==> config.mk <==
export PLATFORM = sky130hd
export DESIGN_NAME = converter_fine_gain_trim
export DESIGN_NICKNAME = d
export VERILOG_FILES = /design/src/verilog/converter_fine_gain_trim.v
export VERILOG_INCLUDE_DIRS = /design/src /design/src/include
export SDC_FILE = /design/constraint.sdc
export NUM_CORES = 1
export LEC_CHECK = 0
export ABC_AREA = 1
export BUFFER_PORTS_ARGS = -buffer_cell sky130_fd_sc_hd__clkbuf_2
export CAP_MARGIN = 40
export CORE_ASPECT_RATIO = 0.6
export CORE_UTILIZATION = 51
export DETAILED_ROUTE_END_ITERATION = 10
export PLACE_DENSITY_LB_ADDON = 0.15
export SLEW_MARGIN = 25
export SYNTH_ARGS = -nofsm -noshare
export SYNTH_HDL_FRONTEND = slang
export SYNTH_SLANG_ARGS = --single-unit
==> constraint.sdc <==
create_clock -name core_clk -period 1.8 [get_ports core_clk]
set_input_delay 0.18 -clock core_clk [delete_from_list [all_inputs] [get_ports core_clk]]
set_output_delay 0.18 -clock core_clk [all_outputs]
set_load 0.01 [all_outputs]
==> src/include/fine_gain_defs.vh <==
// offsets, field positions, reset values and fuse bit positions for the fine gain trim bank
`ifndef FINE_GAIN_DEFS_VH
`define FINE_GAIN_DEFS_VH
`define ADDR_W 12
`define OFS_GAIN_C2_A 12'h362
`define OFS_GAIN_C2_B 12'h363
`define OFS_GAIN_C3_C 12'h364
`define OFS_GAIN_C3_D 12'h365
`define OFS_GAIN_C4 12'h366
`define OFS_GAIN_C5 12'h367
`define TRIM_MSB 4
`define TRIM_W 5
`define RSVD_MSB 7
`define RSVD_LSB 5
`define GAIN_RESET 5'h00
`define NUM_TRIMS 6
`define FUSE_C2A_LSB 0
`define FUSE_C2B_LSB 5
`define FUSE_C3C_LSB 10
`define FUSE_C3D_LSB 15
`define FUSE_C4_LSB 20
`define FUSE_C5_LSB 25
`endif

==> src/verilog/converter_fine_gain_trim.v <==
// fine gain trim register bank with fuse load and per-input trim selection
//
// Strobed register access was chosen for this implementation.
`timescale 1ns/1ps
`include "fine_gain_defs.vh"

// What this block does
// - core 2 uses trim at 0x363 bits 4:0 only while sampling input b
// - core 3 uses trim at 0x364 only while sampling input c
// - core 3 uses trim at 0x365 only while sampling input d
// - core 4 uses trim at 0x366 whatever input is selected
// - core 5 uses trim at 0x367 whatever input is selected
// - after power-up each trim field is loaded from fuse memory
// - register 0x362 gives core 2 trim while sampling input a
module converter_fine_gain_trim (
  input wire core_clk, // 200 MHz configuration clock
  input wire rst_n, // asynchronous reset, active low
  input wire [11:0] reg_addr, // register byte address
  input wire [7:0] reg_wdata, // write data
  input wire reg_wr, // write strobe, one cycle
  input wire reg_rd, // read strobe, one cycle
  output reg [7:0] reg_rdata, // read data, valid the cycle after reg_rd
  input wire fuse_valid, // fuse values ready, one-cycle pulse or level
  input wire [29:0] fuse_trims, // fuse codes c2a,c2b,c3c,c3d,c4,c5 from low bits
  input wire core2_sel_b, // core 2 samples input b (else input a)
  input wire core3_sel_d, // core 3 samples input d (else input c)
  output reg [4:0] core2_trim, // trim applied to core 2
  output reg [4:0] core3_trim, // trim applied to core 3
  output reg [4:0] core4_trim, // trim applied to core 4
  output reg [4:0] core5_trim, // trim applied to core 5
  output reg fuse_loaded // fuse defaults have been taken
);

  // fuse load sequencing, one-hot
  localparam [1:0] LD_WAIT = 2'b01;
  localparam [1:0] LD_DONE = 2'b10;

  // register select codes from the address decoder
  localparam [2:0] SEL_C2A = 3'h0;
  localparam [2:0] SEL_C2B = 3'h1;
  localparam [2:0] SEL_C3C = 3'h2;
  localparam [2:0] SEL_C3D = 3'h3;
  localparam [2:0] SEL_C4 = 3'h4;
  localparam [2:0] SEL_C5 = 3'h5;
  localparam [2:0] SEL_NONE = 3'h6;

  reg [1:0] load_state_ff;
  reg [1:0] nxt_load_state;
  reg fuse_take;
  reg [4:0] trim_c2a_ff;
  reg [4:0] trim_c2b_ff;
  reg [4:0] trim_c3c_ff;
  reg [4:0] trim_c3d_ff;
  reg [4:0] trim_c4_ff;
  reg [4:0] trim_c5_ff;
  reg [7:0] nxt_rdata;
  wire [2:0] wr_sel;
  wire [2:0] rd_sel;
  wire wr_c2a;
  wire wr_c2b;
  wire wr_c3c;
  wire wr_c3d;
  wire wr_c4;
  wire wr_c5;

  // select code of a trim register, none when unmapped
  function [2:0] trim_index;
    input [11:0] addr;
    begin
      case (addr)
        `OFS_GAIN_C2_A: trim_index = SEL_C2A;
        `OFS_GAIN_C2_B: trim_index = SEL_C2B;
        `OFS_GAIN_C3_C: trim_index = SEL_C3C;
        `OFS_GAIN_C3_D: trim_index = SEL_C3D;
        `OFS_GAIN_C4: trim_index = SEL_C4;
        `OFS_GAIN_C5: trim_index = SEL_C5;
        default: trim_index = SEL_NONE;
      endcase
    end
  endfunction

  // trim of the input a core is sampling
  function [4:0] pick_trim;
    input sel_second;
    input [4:0] first_trim;
    input [4:0] second_trim;
    begin
      if (sel_second)
        pick_trim = second_trim;
      else
        pick_trim = first_trim;
    end
  endfunction

  // a write that hits one register; lost while fuses are taken
  function write_hit;
    input [2:0] sel;
    input [2:0] code;
    input wr;
    input taking;
    begin
      write_hit = wr && !taking && (sel == code);
    end
  endfunction

  assign wr_sel = trim_index(reg_addr);
  assign rd_sel = trim_index(reg_addr);
  assign wr_c2a = write_hit(wr_sel, SEL_C2A, reg_wr, fuse_take);
  assign wr_c2b = write_hit(wr_sel, SEL_C2B, reg_wr, fuse_take);
  assign wr_c3c = write_hit(wr_sel, SEL_C3C, reg_wr, fuse_take);
  assign wr_c3d = write_hit(wr_sel, SEL_C3D, reg_wr, fuse_take);
  assign wr_c4 = write_hit(wr_sel, SEL_C4, reg_wr, fuse_take);
  assign wr_c5 = write_hit(wr_sel, SEL_C5, reg_wr, fuse_take);

  // fuse load once
  // fuses are taken only on the first valid after reset, never again
  always @* begin
    nxt_load_state = load_state_ff;
    fuse_take = 1'b0;
    case (load_state_ff)
      LD_WAIT: begin
        if (fuse_valid) begin
          fuse_take = 1'b1;
          nxt_load_state = LD_DONE;
        end
      end
      LD_DONE: begin
        nxt_load_state = LD_DONE;
      end
      default: begin
        nxt_load_state = LD_WAIT;
      end
    endcase
  end

  always @(posedge core_clk or negedge rst_n) begin
    if (!rst_n) begin
      load_state_ff <= LD_WAIT;
    end else begin
      load_state_ff <= nxt_load_state;
    end
  end

  // core 2 input a store
  // reserved bits are not stored, so they always read back zero
  always @(posedge core_clk or negedge rst_n) begin
    if (!rst_n) begin
      trim_c2a_ff <= `GAIN_RESET;
    end else if (fuse_take) begin
      trim_c2a_ff <= fuse_trims[`FUSE_C2A_LSB +: `TRIM_W];
    end else if (wr_c2a) begin
      trim_c2a_ff <= reg_wdata[`TRIM_MSB:0];
    end
  end

  always @(posedge core_clk or negedge rst_n) begin
    if (!rst_n) begin
      trim_c2b_ff <= `GAIN_RESET;
    end else if (fuse_take) begin
      trim_c2b_ff <= fuse_trims[`FUSE_C2B_LSB +: `TRIM_W];
    end else if (wr_c2b) begin
      trim_c2b_ff <= reg_wdata[`TRIM_MSB:0];
    end
  end

  always @(posedge core_clk or negedge rst_n) begin
    if (!rst_n) begin
      trim_c3c_ff <= `GAIN_RESET;
    end else if (fuse_take) begin
      trim_c3c_ff <= fuse_trims[`FUSE_C3C_LSB +: `TRIM_W];
    end else if (wr_c3c) begin
      trim_c3c_ff <= reg_wdata[`TRIM_MSB:0];
    end
  end

  always @(posedge core_clk or negedge rst_n) begin
    if (!rst_n) begin
      trim_c3d_ff <= `GAIN_RESET;
    end else if (fuse_take) begin
      trim_c3d_ff <= fuse_trims[`FUSE_C3D_LSB +: `TRIM_W];
    end else if (wr_c3d) begin
      trim_c3d_ff <= reg_wdata[`TRIM_MSB:0];
    end
  end

  always @(posedge core_clk or negedge rst_n) begin
    if (!rst_n) begin
      trim_c4_ff <= `GAIN_RESET;
    end else if (fuse_take) begin
      trim_c4_ff <= fuse_trims[`FUSE_C4_LSB +: `TRIM_W];
    end else if (wr_c4) begin
      trim_c4_ff <= reg_wdata[`TRIM_MSB:0];
    end
  end

  always @(posedge core_clk or negedge rst_n) begin
    if (!rst_n) begin
      trim_c5_ff <= `GAIN_RESET;
    end else if (fuse_take) begin
      trim_c5_ff <= fuse_trims[`FUSE_C5_LSB +: `TRIM_W];
    end else if (wr_c5) begin
      trim_c5_ff <= reg_wdata[`TRIM_MSB:0];
    end
  end

  always @* begin
    nxt_rdata = 8'h00;
    if (reg_rd) begin
      case (rd_sel)
        SEL_C2A: nxt_rdata = {3'h0, trim_c2a_ff};
        SEL_C2B: nxt_rdata = {3'h0, trim_c2b_ff};
        SEL_C3C: nxt_rdata = {3'h0, trim_c3c_ff};
        SEL_C3D: nxt_rdata = {3'h0, trim_c3d_ff};
        SEL_C4: nxt_rdata = {3'h0, trim_c4_ff};
        SEL_C5: nxt_rdata = {3'h0, trim_c5_ff};
        default: nxt_rdata = 8'h00;
      endcase
    end
  end

  // trims registered so a select change never glitches the core
  always @(posedge core_clk or negedge rst_n) begin
    if (!rst_n) begin
      reg_rdata <= 8'h00;
      core2_trim <= `GAIN_RESET;
      core3_trim <= `GAIN_RESET;
      core4_trim <= `GAIN_RESET;
      core5_trim <= `GAIN_RESET;
      fuse_loaded <= 1'b0;
    end else begin
      reg_rdata <= nxt_rdata;
      core2_trim <= pick_trim(core2_sel_b, trim_c2a_ff, trim_c2b_ff);
      core3_trim <= pick_trim(core3_sel_d, trim_c3c_ff, trim_c3d_ff);
      core4_trim <= trim_c4_ff;
      core5_trim <= trim_c5_ff;
      fuse_loaded <= (load_state_ff == LD_DONE);
    end
  end

endmodule // converter_fine_gain_trim

**Word-level counts from Yosys, hierarchy flattened**

Index checks and enable logic that the tools add are counted.

- Logic and storage cells: 63
- Register bits after elaboration: 61
- Input port bits: 57

- Mux-type cells: 21
- Eq/ne operators: 14
- Reduce and logical (&&, ||, !) cells: 15

Operators by type and width:

| cell | count |
|---|---|
| $mux W5 | 15 |
| $eq A12 B10 Y1 const B | 6 |
| $pmux W5 S6 | 1 |
| $pmux W3 S6 | 1 |
| $reduce_bool A2 Y1 | 6 |
| $logic_and A1 B1 Y1 | 7 |
| $eq A3 B2 Y1 const B | 2 |
| $eq A3 B3 Y1 const B | 2 |
| $pmux W2 S2 | 1 |
| $eq A3 B1 Y1 const B | 1 |
| $logic_not A3 Y1 | 1 |
| $eq A2 B1 Y1 const B | 1 |
| $eq A2 B2 Y1 const B | 1 |
| $mux W1 | 2 |
| $mux W2 | 1 |
| $ne A2 B2 Y1 const B | 1 |
| $logic_not A1 Y1 | 1 |

**Depth between registers and ports, before layout**

- Depth in word-level cells: 7
- Mapped depth: 16
- Depth with buffers taken out: 13

**Worst setup path before layout**

OpenSTA, ideal clock, no wires.

- Path type: input to register
- From: in reg_addr[11]
- To: reg trim_c5_ff[0]
- Arrival: 1.777 ns
- Library setup time: 0.133 ns
- Stages on the path: 13
- Slack: -0.110 ns
- Buffers on the path: 2
- Path through: nor2_1 -> nand2_1 -> nor2_2 -> nand2_1 -> nor2_1 -> buf_2 -> inv_1 -> ha_1 -> nand3_2 -> buf_6 -> nand3_1 -> o21ai_2 -> o21ai_0

- Word-level cells in the longest chain between the ends: 5

Ends and longest elaborated chain:

| item | RTL line | text |
|---|---|---|
| start: declaration | converter_fine_gain_trim.v:18 | `input wire [11:0] reg_addr,` |
| $eq A12 B10 Y1 | converter_fine_gain_trim.v:70 | `case (addr)` |
| $pmux W3 S6 * | converter_fine_gain_trim.v:70 |  |
| $eq A3 B3 Y1 * | converter_fine_gain_trim.v:102 | `write_hit = wr && !taking && (sel == code);` |
| $logic_and A1 B1 Y1 * | converter_fine_gain_trim.v:102 |  |
| $reduce_bool A2 Y1 (no line) * | n/a |  |
| end signal: assignment | converter_fine_gain_trim.v:198 | `` trim_c5_ff <= `GAIN_RESET; `` |
| end signal: assignment | converter_fine_gain_trim.v:200 | `` trim_c5_ff <= fuse_trims[`FUSE_C5_LSB +: `TRIM_W]; `` |
| end signal: assignment | converter_fine_gain_trim.v:202 | `` trim_c5_ff <= reg_wdata[`TRIM_MSB:0]; `` |
| end: declaration | converter_fine_gain_trim.v:55 | `reg [4:0] trim_c5_ff;` |

Mark *: on every way between the ends. The rest lies on a longest branch, timed or not.
A chain may end at the register's enable or synchronous reset.

**Worst setup path in the final report**

- From: reg load_state_ff[0]
- To: reg trim_c5_ff[4]

- Word-level cells in the longest chain between the ends: 6

Ends and longest elaborated chain:

| item | RTL line | text |
|---|---|---|
| start: declaration | converter_fine_gain_trim.v:47 | `reg [1:0] load_state_ff;` |
| start signal: assignment | converter_fine_gain_trim.v:140 | `load_state_ff <= nxt_load_state;` |
| $eq A2 B1 Y1 * | converter_fine_gain_trim.v:120 | `case (load_state_ff)` |
| $mux W1 * | converter_fine_gain_trim.v:120 |  |
| $logic_not A1 Y1 | converter_fine_gain_trim.v:102 |  |
| $logic_and A1 B1 Y1 (2 in series) | converter_fine_gain_trim.v:102 |  |
| $reduce_bool A2 Y1 (no line) | n/a |  |

Marks and branches as above.

==> parameters.txt <==
Parameter                              Value

Setup path
  CP endpoint kind ... flip-flop
  Worst-case reg-to-reg path depth ... 6
  Startpoint Class ... flip-flop
  Data arrival time of the critical path ... 2020 ps
  Critical path type ... flip-flop to flip-flop
  Critical-path cell with the highest stage delay ... dfstp_2
  Worst stage delay on the critical path ... 530 ps
  Cell mode on critical path ... nand2_1
  Req. time, crit path ... 2010 ps
  Cells along the critical path ... ha_1 > nand2_1 > nand2_1 > nand2_1 > nand2_1 > o21ai_0
  Critical Path Fanout Max ... 9

Timing
  Max-slew violation count ... 0
  Clock tree skew after final layout ... 8.155 ps
  Worst Slack Setup Final ... -7.153 ps
  Final setup TNS ... -7.153 ps
  Post-route worst hold slack ... 105.3 ps
  Max Freq ... 0.5534 GHz
  Unrepaired setup endpoints after global routing ... yes
  Final hold violation count ... 0
  Post-route minimum period ... 1807 ps
  Setup violation total in the final timing report ... 1
  Final Cycle Share ... 100.4%

Routing
  Number of violations reported at the end of detailed-routing iteration 0 ... 181
  Top routing layer in use ... met4
  Remaining routing DRC violations ... 0
  Via-to-Cell Ratio ... 5.278
  Routed vias ... 2713
  Total routed wire length on the met1 layer ... 3.503 mm
  Residual antenna-violating net count after detailed routing ... 0
  Routed wire length on met3 ... 884 µm
  Pre-Repair DR Iteration Count ... 5
  Total detailed-routing wirelength ... 7.493 mm
  Met2 routed wirelength ... 3.037 mm
  Wirelength per Cell ... 14.58 µm

Worst hold path
  Type of the most critical hold path ... primary input to flip-flop
  Hold Path Depth ... 3

Floorplan
  Die outline area ... 5914 µm²
  Effective utilization at floorplan ... 54.62%
  Height of the die ... 59.97 µm
  Ports ... 86
  Die X ... 98.62 µm
  Number of placement rows ... 20
  Area of the core region ... 5230 µm²

Placement
  Final HPWL from detailed placement ... 5.623 mm
  Number of port buffers ... 79
  Global placement routability congestion ... 0.9033

Logic synthesis
  Number of enable flip-flop cells after synthesis ... 0
  Count leader, synth ... nand2_1
  List of most frequent post-synthesis cells ... nand2_1, dfrtp_1, nand3_1, inv_1, nor2_1
  Area share of the leading cell type in the synthesized netlist ... 49.93%
  Flip-flop and latch count after synthesis ... 58
  Cell types occupying the most area after synthesis ... dfrtp_1, nand2_1, nand3_1
  Proportion of synthesized flip-flops having asynchronous set or reset ... 100.0%
  Synth cell types ... 27
  Largest area contributor in the synthesized netlist ... dfrtp_1
  Top_reg_cell synth ... dfrtp_1
  Proportion of synthesized chip area in sequential cells ... 50.85%
  Synth Warn # ... 0
  Cell count after synthesis ... 350
  Post-synthesis cell area ... 2856 µm²
  Syn avg cell area ... 8.161 µm²

Cells and area
  Area growth from synthesis to final layout ... 28.47%
  Fraction of final layout cells with drive strength greater than 1 ... 28.79%
  Number of antenna cells inserted ... 0
  Register Area ... 1453 µm²
  Area of the multi-input gates ... 1230 µm²
  Final net count ... 504
  Final-layout fill cell count ... 417

Clock tree
  Clock tree from TritonCTS ... built
  Max H-tree Level ... 3
  Clock insertion delay at the later pin of the skew report ... 340 ps
  Bufs on Longest Clock Path ... 2
  Clock tree root buffer cell ... clkbuf_8
  CTS Sinks ... 58
  Reg clk slew, reported paths ... 60 ps
  TritonCTS buffer count ... 9

GRT
  Total congestion overflow ... 0
  Global-route usage over all layers ... 28.28%
  Antenna violations before repair ... 0
  Wire length of the first global-routing pass ... 12.11 mm
  Pin count of the biggest net entering global routing ... 32
  Vias in the first global route ... 2528

Power
  Leakage power figure ... 1.879 nW
  Power density of the placed cells ... 1349 nW/µm²
  Overall power consumption ... 4.950 mW
  Worst ir drop on vdd ... 0.0008579 V

Status
  Violations in the final reports ... negative setup slack
  Run status ... finished, violations left

Job
  Number of max-cap violations ... 0
[per-layer routing]
layer / GRT usage, % / vias to the layer above
li1: - / 1329
met5: 0 / -
met3: 10.41 / 8
met2: 40.24 / 143
met1: 39.58 / 1233
met4: 10.66 / 0
[registers in the layout, indices dropped and copies added (netlist names)]
signal         cells
core2_trim         5
core3_trim         5
core4_trim         5
core5_trim         5
fuse_loaded        1
load_state_ff      2
reg_rdata          5
trim_c2a_ff        5
trim_c2b_ff        5
trim_c3c_ff        5
trim_c3d_ff        5
trim_c4_ff         5
trim_c5_ff         5
[where the power goes]
part	internal, mW	leakage, nW	switching (mW)
registers	1.88	0.706	0.332
clock network	0.743	0.106	0.495
logic	0.572	1.07	0.931
total	3.19	1.88	1.76
[critical path, delay by kind of cell (launching register included)]
| family | cells | cell delay (ps) |
|---|---|---|
| flops | 1 | 530 |
| fa+ha+maj | 1 | 170 |
| simple gates | 4 | 900 |
| compound gates | 1 | 70 |
[through the flow]
stage	utilization [%]	cell area, µm²	std cells	setup WS, ps
after floorplan	-	2905	352	-2.762
after global placement	65.84	3443	498	-88.25
after detailed placement	65.84	3443	498	-171.2
after CTS	69.93	3657	514	44.39
after global routing	70.17	3670	514	-91.16
final	70.17	3670	514	-7.153
[worst paths after layout]
path / to / slack, ps / from
min in group asynchronous: trim_c3c_ff[2] / 340 / rst_n
hold reg to reg: core4_trim[4] / 370 / trim_c4_ff[4]
max in group asynchronous: core4_trim[4] / 870 / rst_n
setup / recovery: trim_c5_ff[4] / -7 / load_state_ff[0]
setup reg to reg: trim_c5_ff[4] / -7 / load_state_ff[0]
hold / removal: trim_c2b_ff[1] / 110 / fuse_trims[6]
[repair_timing]
item | 4_1_cts | 5_1_grt
buffers inserted | 0 | 0
endpoints found under the setup margin | 0 | 19
hold buffers | 1 | 0
endpoints found under the hold margin | 15 | 0
gates resized for setup | 0 | 2
[layout by cell type, fill, tap and decap left out]
cell type	n
a21oi_1	5
a31oi_1	5
buf_12	2
buf_4	15
bufinv_16	1
clkbuf_1	1
clkbuf_2	79
clkbuf_8	12
clkinv_1	2
clkinv_2	1
conb_1	3
dfrtp_1	57
dfstp_2	1
dlygate4sd3_1	1
ha_1	2
ha_2	1
inv_1	34
inv_2	2
nand2_1	84
nand2_2	3
nand3_1	39
nand3_2	1
nand3_4	3
nand3b_1	1
nand4_1	16
nor2_1	32
nor2_2	1
nor2_4	2
o21a_1	6
o21ai_0	26
o21ai_1	5
o21ai_2	1
o21ai_4	4
[cell families after synthesis]
family | count (synthesis) | share of synthesized area (%)
simple gates | 182 | 28.38
flops | 58 | 50.85
buf+inv | 54 | 8.016
compound gates | 52 | 11.30
fa+ha+maj | 3 | 1.314
other cells | 1 | 0.1313
[area by class of cell]
cell class              instances  area share, %
flip-flops and latches         58          39.58
multi-input cells             240          33.52
repair buffers                 97          15.21
clock buffers                  13          4.603
inverters                      38          3.887
well taps                      66          2.250
clock inverters                 2         0.9547
Note: power is estimated with default switching activity, not from simulation.
